[config.mk]
export PLATFORM = sky130hd
export DESIGN_NAME = scp_control_port
export DESIGN_NICKNAME = d
export VERILOG_FILES = /design/src/scp_pkg.sv /design/src/scp_control_port.sv
export SDC_FILE = /design/constraint.sdc
export NUM_CORES = 1
export LEC_CHECK = 0
export BUFFER_PORTS_ARGS = -buffer_cell sky130_fd_sc_hd__buf_2
export CORE_MARGIN = 3
export CORE_UTILIZATION = 40
export DETAILED_ROUTE_END_ITERATION = 16
export HOLD_SLACK_MARGIN = 0.06
export PLACE_DENSITY = 0.66
export SYNTH_ARGS = -nofsm -noshare
export SYNTH_HDL_FRONTEND = slang
export SYNTH_SLANG_ARGS = --single-unit
export TNS_END_PERCENT = 1
[constraint.sdc]
create_clock -name mclk -period 2.13 [get_ports mclk]
set_input_delay 0.1065 -clock mclk [delete_from_list [all_inputs] [get_ports mclk]]
set_output_delay 0.1065 -clock mclk [all_outputs]
set_load 0.02 [all_outputs]
[src/scp_pkg.sv]
// Constants, field layouts and state types of the serial control port
package scp_pkg;

   // Control word layout: 7 address bits over 9 data bits
   localparam int unsigned WORD_W      = 16;
   localparam int unsigned REG_ADDR_W  = 7;
   localparam int unsigned REG_DATA_W  = 9;
   localparam int unsigned WORD_ADDR_LSB = 9;
   localparam int unsigned BYTE_W      = 8;
   localparam logic [3:0]  BYTE_BITS   = 4'h8;

   // Fixed bus address of the 2-wire slave
   localparam logic [6:0]  DEV_ADDR    = 7'h1A;

   // Register offsets
   localparam logic [6:0]  OFF_SOFT_RESET = 7'h00;
   localparam logic [6:0]  OFF_POWER_ONE  = 7'h01;
   localparam logic [6:0]  OFF_PIN_FUNC   = 7'h08;
   localparam logic [6:0]  OFF_CONVERTER  = 7'h0E;

   // Reset values
   localparam logic [8:0]  POWER_ONE_RST  = 9'h000;
   localparam logic [8:0]  PIN_FUNC_RST   = 9'h000;
   localparam logic [8:0]  CONVERTER_RST  = 9'h100;

   // Field positions
   localparam int unsigned SEL_LSB   = 0;
   localparam int unsigned POL_BIT   = 3;
   localparam int unsigned DIV_LSB   = 4;
   localparam int unsigned OSR_BIT   = 3;
   localparam int unsigned MID_LSB   = 0;
   localparam int unsigned BIAS_BIT  = 3;
   localparam int unsigned PLLEN_BIT = 5;

   // Pin function select codes
   localparam logic [2:0]  SEL_CHIP_SELECT = 3'h0;
   localparam logic [2:0]  SEL_TEMP_OK     = 3'h2;
   localparam logic [2:0]  SEL_AUTO_MUTE   = 3'h3;
   localparam logic [2:0]  SEL_PLL_CLOCK   = 3'h4;
   localparam logic [2:0]  SEL_PLL_LOCK    = 3'h5;

   // 2-wire transfer states
   typedef enum logic [2:0] {
      SCP_TW_IDLE,
      SCP_TW_ADDR,
      SCP_TW_ACK_ADDR,
      SCP_TW_BYTE_HI,
      SCP_TW_ACK_HI,
      SCP_TW_BYTE_LO,
      SCP_TW_ACK_LO,
      SCP_TW_DONE
   } scp_tw_state_t;

   // Control registers as seen by the rest of the chip
   typedef struct packed {
      logic [8:0] power_control_one;
      logic [8:0] pin_function_control;
      logic [8:0] converter_control;
   } scp_regs_t;

   // Two-flop synchronisers plus previous value for edge detection
   typedef struct packed {
      logic s1;
      logic s2;
      logic d;
   } scp_sync_t;

   // Whole state of the control port
   typedef struct packed {
      scp_sync_t     scl;
      scp_sync_t     sda;
      scp_sync_t     cs;
      scp_sync_t     pclk;
      scp_sync_t     mode;
      scp_sync_t     temp;
      scp_sync_t     amute;
      scp_sync_t     lock;
      logic [15:0]   shift3;
      scp_tw_state_t tw;
      logic [3:0]    bit_cnt;
      logic [7:0]    shift8;
      logic [15:0]   word;
      logic          sda_oe;
      scp_regs_t     regs;
      logic [1:0]    div_cnt;
      logic          div_out;
      logic          pin_out;
      logic          pin_oe;
   } scp_state_t;

endpackage

[src/scp_control_port.sv]
// Serial control port: 3-wire and 2-wire register writes, pin mux and control registers
//
// How it works
// - Pin function chosen by 3-bit select; polarity bit inverts the driven value.
// - Pin drives outputs only in 2-wire mode; in 3-wire it is chip select.
// - PLL clock on pin divided by 1 to 4 from field bits 5:4.
// - Mode pin low selects 2-wire, high selects 3-wire operation.
// - Control word is 16 bits: address in 15:9, data in 8:0.
// - In 3-wire mode one data bit is shifted per serial clock rising edge.
// - Chip select rising edge commits the last 16 shifted bits.
// - Data falling while clock high is a start condition.
// - After start, eight bits MSB first: device address then read/write bit.
// - Matching address is acknowledged by holding data low one clock pulse.
// - Wrong address or read request returns to idle without acknowledge.
// - Two data bytes follow, high then low, each acknowledged.
// - Data rising while clock high ends the transfer and completes the write.
// - Start or stop out of sequence abandons the transfer to idle.
// - 2-wire slave answers only bus address 0011010.
// - Any write to register address 0 restores all register defaults.
// - Power-on reset loads default values into all registers.
// - Oversampling bit 3 selects 64x when clear, 128x when set.
// - Midrail field selects off, 75k, 300k, 2.5k; off keeps analogue inoperative.
// - Bit 3 of power register one enables amplifier bias, clear by default.
`timescale 1ns/1ps
`default_nettype none

module scp_control_port (
   input  wire logic             mclk,
   input  wire logic             nrst,
   input  wire logic             mode_pin,
   input  wire logic             serial_clock,
   input  wire logic             serial_data_line_in,
   output logic                  serial_data_line_out,
   output logic                  serial_data_line_oe,
   input  wire logic             select_or_io_pin_in,
   output logic                  select_or_io_pin_out,
   output logic                  select_or_io_pin_oe,
   input  wire logic             pll_clock,
   input  wire logic             pll_lock,
   input  wire logic             temp_ok,
   input  wire logic             auto_mute_active,
   output scp_pkg::scp_regs_t    regs,
   output logic                  three_wire_mode,
   output logic                  oversample_double,
   output logic [1:0]            midrail_impedance_select,
   output logic                  analogue_enabled,
   output logic                  amp_bias_enable,
   output logic                  pll_enable
);

   // All state lives in one packed struct: the block below builds the
   // next copy and a single flop bank registers it, so every state bit
   // has exactly one driver and one reset value.
   scp_pkg::scp_state_t st_reg;
   scp_pkg::scp_state_t st_next;

   // Decoded views of the registered state
   // All combinational, and all read only registered values
   logic       scl_rise;
   logic       scl_fall;
   logic       sda_rise;
   logic       sda_fall;
   logic       cs_rise;
   logic       pclk_edge;
   logic       start_seen;
   logic       stop_seen;
   logic       in_three_wire;
   logic [2:0] pin_sel;
   logic [1:0] div_sel;
   logic       pin_val;
   logic       pin_drive;

   // Edge detects look only at the second flop and its delayed copy
   // The first flop may still be settling, so nothing else reads it
   // A pin edge is therefore seen three mclk cycles after it happens
   assign scl_rise  = st_reg.scl.s2 & ~st_reg.scl.d;
   assign scl_fall  = ~st_reg.scl.s2 & st_reg.scl.d;
   assign sda_rise  = st_reg.sda.s2 & ~st_reg.sda.d;
   assign sda_fall  = ~st_reg.sda.s2 & st_reg.sda.d;
   assign cs_rise   = st_reg.cs.s2 & ~st_reg.cs.d;
   assign pclk_edge = st_reg.pclk.s2 ^ st_reg.pclk.d;

   // A data edge while the clock is high is a start or a stop
   // Host must keep data steady four cycles around clock edges
   // Both clock samples high so a data edge racing the clock edge is not taken
   assign start_seen = sda_fall & st_reg.scl.s2 & st_reg.scl.d;
   assign stop_seen  = sda_rise & st_reg.scl.s2 & st_reg.scl.d;

   // Mode is a level; switching it parks the 2-wire machine at once
   assign in_three_wire = st_reg.mode.s2;

   // Function and divider fields of the pin register
   assign pin_sel = st_reg.regs.pin_function_control[scp_pkg::SEL_LSB +: 3];
   assign div_sel = st_reg.regs.pin_function_control[scp_pkg::DIV_LSB +: 2];

   // Pin mux source; reserved codes and chip-select code leave the pin undriven
   // Polarity is applied where the pin value is registered
   always_comb begin
      pin_val   = 1'b0;
      pin_drive = 1'b1;
      case (pin_sel)
         scp_pkg::SEL_TEMP_OK:   pin_val = st_reg.temp.s2;
         scp_pkg::SEL_AUTO_MUTE: pin_val = st_reg.amute.s2;
         scp_pkg::SEL_PLL_CLOCK: pin_val = st_reg.div_out;
         scp_pkg::SEL_PLL_LOCK:  pin_val = st_reg.lock.s2;
         default:                pin_drive = 1'b0;
      endcase
   end

   // 2-wire write, one word per transfer:
   //    start, address byte, ack, high byte, ack, low byte, ack, stop
   // Bits shift on the clock rise and a byte is judged on the eighth
   // fall, so the ack pull starts while the clock is low and lasts
   // through the whole ninth pulse. The word is written only on the
   // stop after the third ack; a cut transfer writes nothing. Start
   // and stop are ignored while we pull the line, since our own pull
   // would otherwise look like a start.
   // Next-state logic for the whole port
   always_comb begin
      logic        commit;
      logic [15:0] cword;
      logic [6:0]  caddr;
      logic [8:0]  cdata;
      logic [1:0]  div_last;

      commit   = 1'b0;
      cword    = 16'h0000;
      caddr    = 7'h00;
      cdata    = 9'h000;
      div_last = 2'h0;
      st_next  = st_reg;

      // Synchronisers for every pin and foreign-clock input
      // Last field keeps the previous second-flop value for edges
      st_next.scl   = '{s1: serial_clock,        s2: st_reg.scl.s1,   d: st_reg.scl.s2};
      st_next.sda   = '{s1: serial_data_line_in, s2: st_reg.sda.s1,   d: st_reg.sda.s2};
      st_next.cs    = '{s1: select_or_io_pin_in, s2: st_reg.cs.s1,    d: st_reg.cs.s2};
      st_next.pclk  = '{s1: pll_clock,           s2: st_reg.pclk.s1,  d: st_reg.pclk.s2};
      st_next.mode  = '{s1: mode_pin,            s2: st_reg.mode.s1,  d: st_reg.mode.s2};
      st_next.temp  = '{s1: temp_ok,             s2: st_reg.temp.s1,  d: st_reg.temp.s2};
      st_next.amute = '{s1: auto_mute_active,    s2: st_reg.amute.s1, d: st_reg.amute.s2};
      st_next.lock  = '{s1: pll_lock,            s2: st_reg.lock.s1,  d: st_reg.lock.s2};

      if (in_three_wire) begin
         // 3-wire: shift on clock rise, latch on chip-select rise
         // Shifting never stops; only the last 16 bits count at commit
         st_next.tw     = scp_pkg::SCP_TW_IDLE;
         st_next.sda_oe = 1'b0;
         if (scl_rise) begin
            st_next.shift3 = {st_reg.shift3[14:0], st_reg.sda.s2};
         end
         if (cs_rise) begin
            commit = 1'b1;
            cword  = st_reg.shift3;
         end
      end else if (start_seen && !st_reg.sda_oe) begin
         // A start begins a transfer only from idle; elsewhere it aborts
         // Counter cleared so the address byte starts at its top bit
         st_next.sda_oe  = 1'b0;
         st_next.bit_cnt = 4'h0;
         if (st_reg.tw == scp_pkg::SCP_TW_IDLE) begin
            st_next.tw = scp_pkg::SCP_TW_ADDR;
         end else begin
            st_next.tw = scp_pkg::SCP_TW_IDLE;
         end
      end else if (stop_seen && !st_reg.sda_oe) begin
         // Stop completes only a fully acknowledged word
         // In any other state the partial word is dropped
         st_next.tw     = scp_pkg::SCP_TW_IDLE;
         st_next.sda_oe = 1'b0;
         if (st_reg.tw == scp_pkg::SCP_TW_DONE) begin
            commit = 1'b1;
            cword  = st_reg.word;
         end
      end else begin
         case (st_reg.tw)
            scp_pkg::SCP_TW_IDLE: begin
               // Line released; waiting for a start
               st_next.sda_oe = 1'b0;
            end
            scp_pkg::SCP_TW_ADDR,
            scp_pkg::SCP_TW_BYTE_HI,
            scp_pkg::SCP_TW_BYTE_LO: begin
               // Shift MSB first on rise, judge the byte on the eighth fall
               if (scl_rise && st_reg.bit_cnt < scp_pkg::BYTE_BITS) begin
                  st_next.shift8  = {st_reg.shift8[6:0], st_reg.sda.s2};
                  st_next.bit_cnt = st_reg.bit_cnt + 4'h1;
               end else if (scl_fall && st_reg.bit_cnt == scp_pkg::BYTE_BITS) begin
                  st_next.bit_cnt = 4'h0;
                  if (st_reg.tw == scp_pkg::SCP_TW_ADDR) begin
                     // Address match with write bit clear, else drop silently
                     if (st_reg.shift8 == {scp_pkg::DEV_ADDR, 1'b0}) begin
                        st_next.tw     = scp_pkg::SCP_TW_ACK_ADDR;
                        st_next.sda_oe = 1'b1;
                     end else begin
                        st_next.tw = scp_pkg::SCP_TW_IDLE;
                     end
                  end else if (st_reg.tw == scp_pkg::SCP_TW_BYTE_HI) begin
                     st_next.word[15:8] = st_reg.shift8;
                     st_next.tw         = scp_pkg::SCP_TW_ACK_HI;
                     st_next.sda_oe     = 1'b1;
                  end else begin
                     st_next.word[7:0] = st_reg.shift8;
                     st_next.tw        = scp_pkg::SCP_TW_ACK_LO;
                     st_next.sda_oe    = 1'b1;
                  end
               end
            end
            scp_pkg::SCP_TW_ACK_ADDR,
            scp_pkg::SCP_TW_ACK_HI,
            scp_pkg::SCP_TW_ACK_LO: begin
               // Host samples the ack while the clock is high
               // Release after the acknowledge clock pulse has ended
               if (scl_fall) begin
                  st_next.sda_oe = 1'b0;
                  if (st_reg.tw == scp_pkg::SCP_TW_ACK_ADDR) begin
                     st_next.tw = scp_pkg::SCP_TW_BYTE_HI;
                  end else if (st_reg.tw == scp_pkg::SCP_TW_ACK_HI) begin
                     st_next.tw = scp_pkg::SCP_TW_BYTE_LO;
                  end else begin
                     st_next.tw = scp_pkg::SCP_TW_DONE;
                  end
               end
            end
            scp_pkg::SCP_TW_DONE: begin
               // Extra clocks before the stop are ignored
               // A start here aborts; only a stop commits the word
               st_next.sda_oe = 1'b0;
            end
            default: begin
               st_next.tw     = scp_pkg::SCP_TW_IDLE;
               st_next.sda_oe = 1'b0;
            end
         endcase
      end

      // Register write decode shared by both modes
      // Address in the top seven bits, data in the low nine
      // Unmapped addresses leave every register alone
      caddr = cword[scp_pkg::WORD_ADDR_LSB +: 7];
      cdata = cword[8:0];
      if (commit) begin
         case (caddr)
            scp_pkg::OFF_SOFT_RESET: begin
               st_next.regs.power_control_one    = scp_pkg::POWER_ONE_RST;
               st_next.regs.pin_function_control = scp_pkg::PIN_FUNC_RST;
               st_next.regs.converter_control    = scp_pkg::CONVERTER_RST;
            end
            scp_pkg::OFF_POWER_ONE: st_next.regs.power_control_one    = cdata;
            scp_pkg::OFF_PIN_FUNC:  st_next.regs.pin_function_control = cdata;
            scp_pkg::OFF_CONVERTER: st_next.regs.converter_control    = cdata;
            default: ;
         endcase
      end

      // PLL output divider counts both input edges so an odd ratio still works
      // Field 10 toggles every third input edge: one output period
      // per three input periods at an even duty cycle
      // Limitation: pll_clock must stay well below mclk / 4
      div_last = div_sel;
      if (pclk_edge) begin
         if (st_reg.div_cnt >= div_last) begin
            st_next.div_cnt = 2'h0;
            st_next.div_out = ~st_reg.div_out;
         end else begin
            st_next.div_cnt = st_reg.div_cnt + 2'h1;
         end
      end

      // Pin output is registered; never driven while it serves as chip select
      // Registering keeps the pin free of glitches when the field changes
      st_next.pin_oe  = pin_drive & ~in_three_wire;
      st_next.pin_out = (pin_val ^ st_reg.regs.pin_function_control[scp_pkg::POL_BIT]) & st_next.pin_oe;
   end

   // Single state register; power-on reset loads all defaults
   // Asynchronous so defaults hold before the first clock arrives
   always_ff @(posedge mclk or negedge nrst) begin
      if (!nrst) begin
         st_reg                           <= '0;
         st_reg.tw                        <= scp_pkg::SCP_TW_IDLE;
         // Idle-high bus lines start high so release shows no false edge
         st_reg.scl                       <= '1;
         st_reg.sda                       <= '1;
         st_reg.cs                        <= '1;
         st_reg.regs.power_control_one    <= scp_pkg::POWER_ONE_RST;
         st_reg.regs.pin_function_control <= scp_pkg::PIN_FUNC_RST;
         st_reg.regs.converter_control    <= scp_pkg::CONVERTER_RST;
      end else begin
         st_reg <= st_next;
      end
   end

   // Open-drain style acknowledge: only ever pulls low
   // The board pull-up supplies the high level of the data line
   assign serial_data_line_out = 1'b0;
   assign serial_data_line_oe  = st_reg.sda_oe;
   assign select_or_io_pin_out = st_reg.pin_out;
   assign select_or_io_pin_oe  = st_reg.pin_oe;

   // Control fields for the analogue and filter sections
   // Analogue sections stay off while the midrail field is 00
   assign regs                     = st_reg.regs;
   assign three_wire_mode          = st_reg.mode.s2;
   assign oversample_double        = st_reg.regs.converter_control[scp_pkg::OSR_BIT];
   assign midrail_impedance_select = st_reg.regs.power_control_one[scp_pkg::MID_LSB +: 2];
   assign analogue_enabled         = |st_reg.regs.power_control_one[scp_pkg::MID_LSB +: 2];
   assign amp_bias_enable          = st_reg.regs.power_control_one[scp_pkg::BIAS_BIT];
   assign pll_enable               = st_reg.regs.power_control_one[scp_pkg::PLLEN_BIT];

endmodule

`default_nettype wire

==> summary.md <==
| Metric | Value |
|---|---|
| Run status | completed |
| CP max FO | 9 |
| Setup crit end | regs[25] |
| Post-route core utilization | 47.7% |
| Share of layout cells above drive strength 1 | 37.0% |
| Number of synthesized flops with an enable pin | 0 |
| Areal power density over the cells | 754 nW/um^2 |
| Number of placed I/O pins | 48 |
| Post-layout instance count excluding filler cells | 531 |
| Peak VDD IR | 0.321 mV |
| Required time reported for the critical path endpoint | 2.38 ns |
| Cell-by-cell listing of the critical path | nand4bb_2 > or3_4 > o22a_1 > nor3b_4 > buf_4 > a22o_1 |
| Dominant combinational cell family by area after synthesis | compound AO/OA/AOI/OAI gates |
| Vias post-DR | 2775 |
| Final Slew Violations | 0 |
| Post-synthesis sequential area ratio | 56.4% |
| Number of maximum-capacitance constraint violations | 0 |
| Kind of capture point of the worst setup path | register |
| Hold Vio Cnt, Final | 0 |
| Total cell area at the placement stage | 4720 sq um |
| Global route total overflow | 0 |
| Synthesized-area fraction occupied by ao, oa, aoi and oai cells | 12.5% |
| Startpoint of the most critical setup path | st_next[98] |
| Leading post-synthesis cells by cell area | dfrtp_1 (51%), mux2_2 (10%), dfstp_2 (5.9%) |
| Root buffer selected by CTS | clkbuf_8 |
| Final wirelength | 8.42 mm |
| Per-cell via count in the routed design | 5.23 |
| Gpl congestion | 0.771 |
| Share of synthesized registers carrying an async set or reset | 100% |
| Flip-flop and latch count after synthesis | 100 |
| Via count of the first global-routing pass | 2875 |
| Number of antenna-violating nets in the routed design | 0 |
| Number of distinct library cells after synthesis | 56 |
| Die Span X | 112 um |
| Syn Area/Cell | 12.8 sq um |
| FF-to-FF path depth | 6 |
| Clock Sink Count | 100 |
| Antenna fix cells | 0 |
| Number of detailed-route iterations in the first pass | 4 |
| Max Fclk | 500 MHz |
| Actual slew at the worst max-slew pin | 0.581 ns |
| Slack of the worst reg-to-reg path | 0.13 ns |
| Layout Nets | 405 |
| Cells after Synth | 347 |
| Dominant cell by count in the synthesized netlist | dfrtp_1 |
| Placed cells | 506 |
| Clock-pin slew on the worst setup and hold paths | 0.10 ns |
| Setup CP Type | reg -> reg |
| Number of standard-cell rows in the floorplan | 37 |
| Antenna violations before repair | 0 |
| Crit path time final | 2.00 ns |
| Worst setup SP type | register |
| Detailed Place HPWL | 6.04 mm |
| Number of setup violations in the final report | 0 |
| End of the worst register-to-register path | regs[25] |
| Min-delay worst type | in -> async |
| Startpoint of the most critical register-to-register path | st_next[98] |
| Die area | 12400 sq um |
| Per-cell routed wire length | 15.9 um |
| Mapped Nets | 361 |
| Unrepaired setup endpoints after global routing | false |
| Worst setup skew after layout | 0.0110 ns |
| Flip-flop count of the largest register after layout | 54 |
| Starting DRT DRC Count | 135 |
| Maximum clock insertion buffer count | 2 |
| Clock buffer count from CTS | 9 |
| Top-area cell type share of the netlist area | 50.5% |
| Crit path max-delay family | simple AND/OR/NAND/NOR gates |
| Maximum number of pins on one net before global-route repair | 46 |
| Slew Limit Headroom | 61.3% |
| Clock insertion delay at the later pin of the skew report | 0.36 ns |
| CTS H-tree depth | 3 |
| Total core area | 10600 sq um |
| Leak Pwr | 0.00249 uW |
| Die span in y | 112 um |
| DRC errors left | 0 |
| Crit path arrival time | 2.25 ns |
| Area overhead of the layout relative to synthesis | 13.4% |
| Global-route wire length before repair | 14.5 mm |
| Fin area | 5060 sq um |
| Post-synth top flop | dfrtp_1 |
| Share of cell area taken by muxes after synthesis | 10.6% |
| Slowest CP cell | dfstp_2 |
| Synth Area in Adders | 1.12% |
| Synth Cell Area | 4460 sq um |
| Share of synthesized cell area in and, or, nand and nor gates | 10.8% |
| Peak per-stage delay on the critical path | 0.57 ns |
| Final setup TNS | 0 ns |
| CTS tree | yes |
| Total global routing track utilization | 14.4% |
| Synth area leader | dfrtp_1 |
| Initial Utilization | 42.1% |
| Share of the clock period used by the worst path after layout | 93.9% |
| Worst path bufs/invs | 1 |
| Most frequent cells after synthesis | dfrtp_1 (90), mux2_2 (40), buf_4 (31), a22o_1 (25), nand2_1 (12) |
| Critical path depth | 6 |
| Number of buffer cells added on primary ports | 46 |
| Yosys synthesis warning count | 0 |
| Fraction of synthesized cell area in xor and xnor cells | 1.38% |
==> layout make-up <==
| type | instances | area [sq um] |
|---|---|---|
| fill | 951 | 5550 |
| sequential | 100 | 2510 |
| multi-input combinational | 197 | 1650 |
| timing repair buffer | 73 | 470 |
| tap | 136 | 170 |
| clock buffer | 10 | 128 |
| clock inverter | 5 | 86.3 |
| inverter | 10 | 37.5 |
==> layer usage <==
layer / track usage, % / wire length, um / vias up
met3: 2.99 / 318 / 6
met2: 23.3 / 3970 / 53
met1: 19.5 / 4080 / 1397
met4: 4.38 / 56 / 0
li1: - / - / 1319
met5: 0 / 0 / -
==> through the flow <==
step | power [uW] | worst slack (ns) | hold WS (ns)
floorplan | 2390 | 0.169 | -0.189
global placement | 2500 | 0.0982 | 0.134
detailed placement | 2530 | 0.0833 | 0.153
CTS | 3850 | 0.0532 | 0.286
global route | 4000 | 0.0133 | 0.307
finish | 3810 | 0.129 | 0.284
==> kinds of logic (layout without fill, tap and decap cells) <==
kind of cell / count (synthesis) / count (layout)
mux: 41 / 41
simple gates: 75 / 75
other cells: 1 / 1
compound gates: 69 / 69
xor+xnor: 7 / 7
buf+inv: 50 / 98
fa+ha+maj: 4 / 4
flops: 100 / 100
==> cells in the final DEF, fill, tap and decap left out, types with 2 or more instances in the layout <==
master,Yosys,final
a21o_1,8,8
a22o_1,25,25
clkbuf_8,0,9
nor4_1,3,2
and2_1,3,3
o31ai_1,2,2
bufinv_16,0,2
dfrtp_1,90,90
or3_1,4,3
and3_1,2,2
mux2_2,40,40
nor3b_1,10,10
o21ai_0,10,10
inv_1,10,10
dfstp_2,10,10
nand2_1,12,12
nor2_1,11,11
nand3_1,3,3
dlygate4sd3_1,0,9
o21bai_1,2,2
nand4b_1,3,3
nand2b_1,2,2
xor2_1,3,3
nor3_1,4,4
nand3b_1,3,3
ha_1,4,4
buf_4,31,18
a31oi_1,2,2
clkinvlp_4,0,2
or4_1,3,3
buf_2,2,45
xnor2_1,4,4
a21oi_1,7,7
nor3_2,3,3
==> how the worst min path moves through the flow <==
stage / from / to / slack [ns]
after global placement: nrst / st_reg[3] / 0.13
after global routing: nrst / st_reg[4] / 0.31
after CTS: nrst / st_reg[92] / 0.29
final: nrst / st_reg[4] / 0.28
after floorplan: nrst / amp_bias_enable / -0.19
after detailed placement: nrst / st_reg[92] / 0.15
==> where the power goes <==
group	total, uW	internal [uW]	switching (uW)
Sequential	2130	2030	97.3
Combinational	366	189	177
Clock	1310	664	648
Total	3810	2890	923
==> repair_timing <==
item,CTS,global route
hold endpoints to repair,44,0
endpoints found under the setup margin,0,13
resized for setup,0,3
buffers inserted,0,1
hold buffers,9,0
Note: power is estimated with default switching activity, not from simulation.
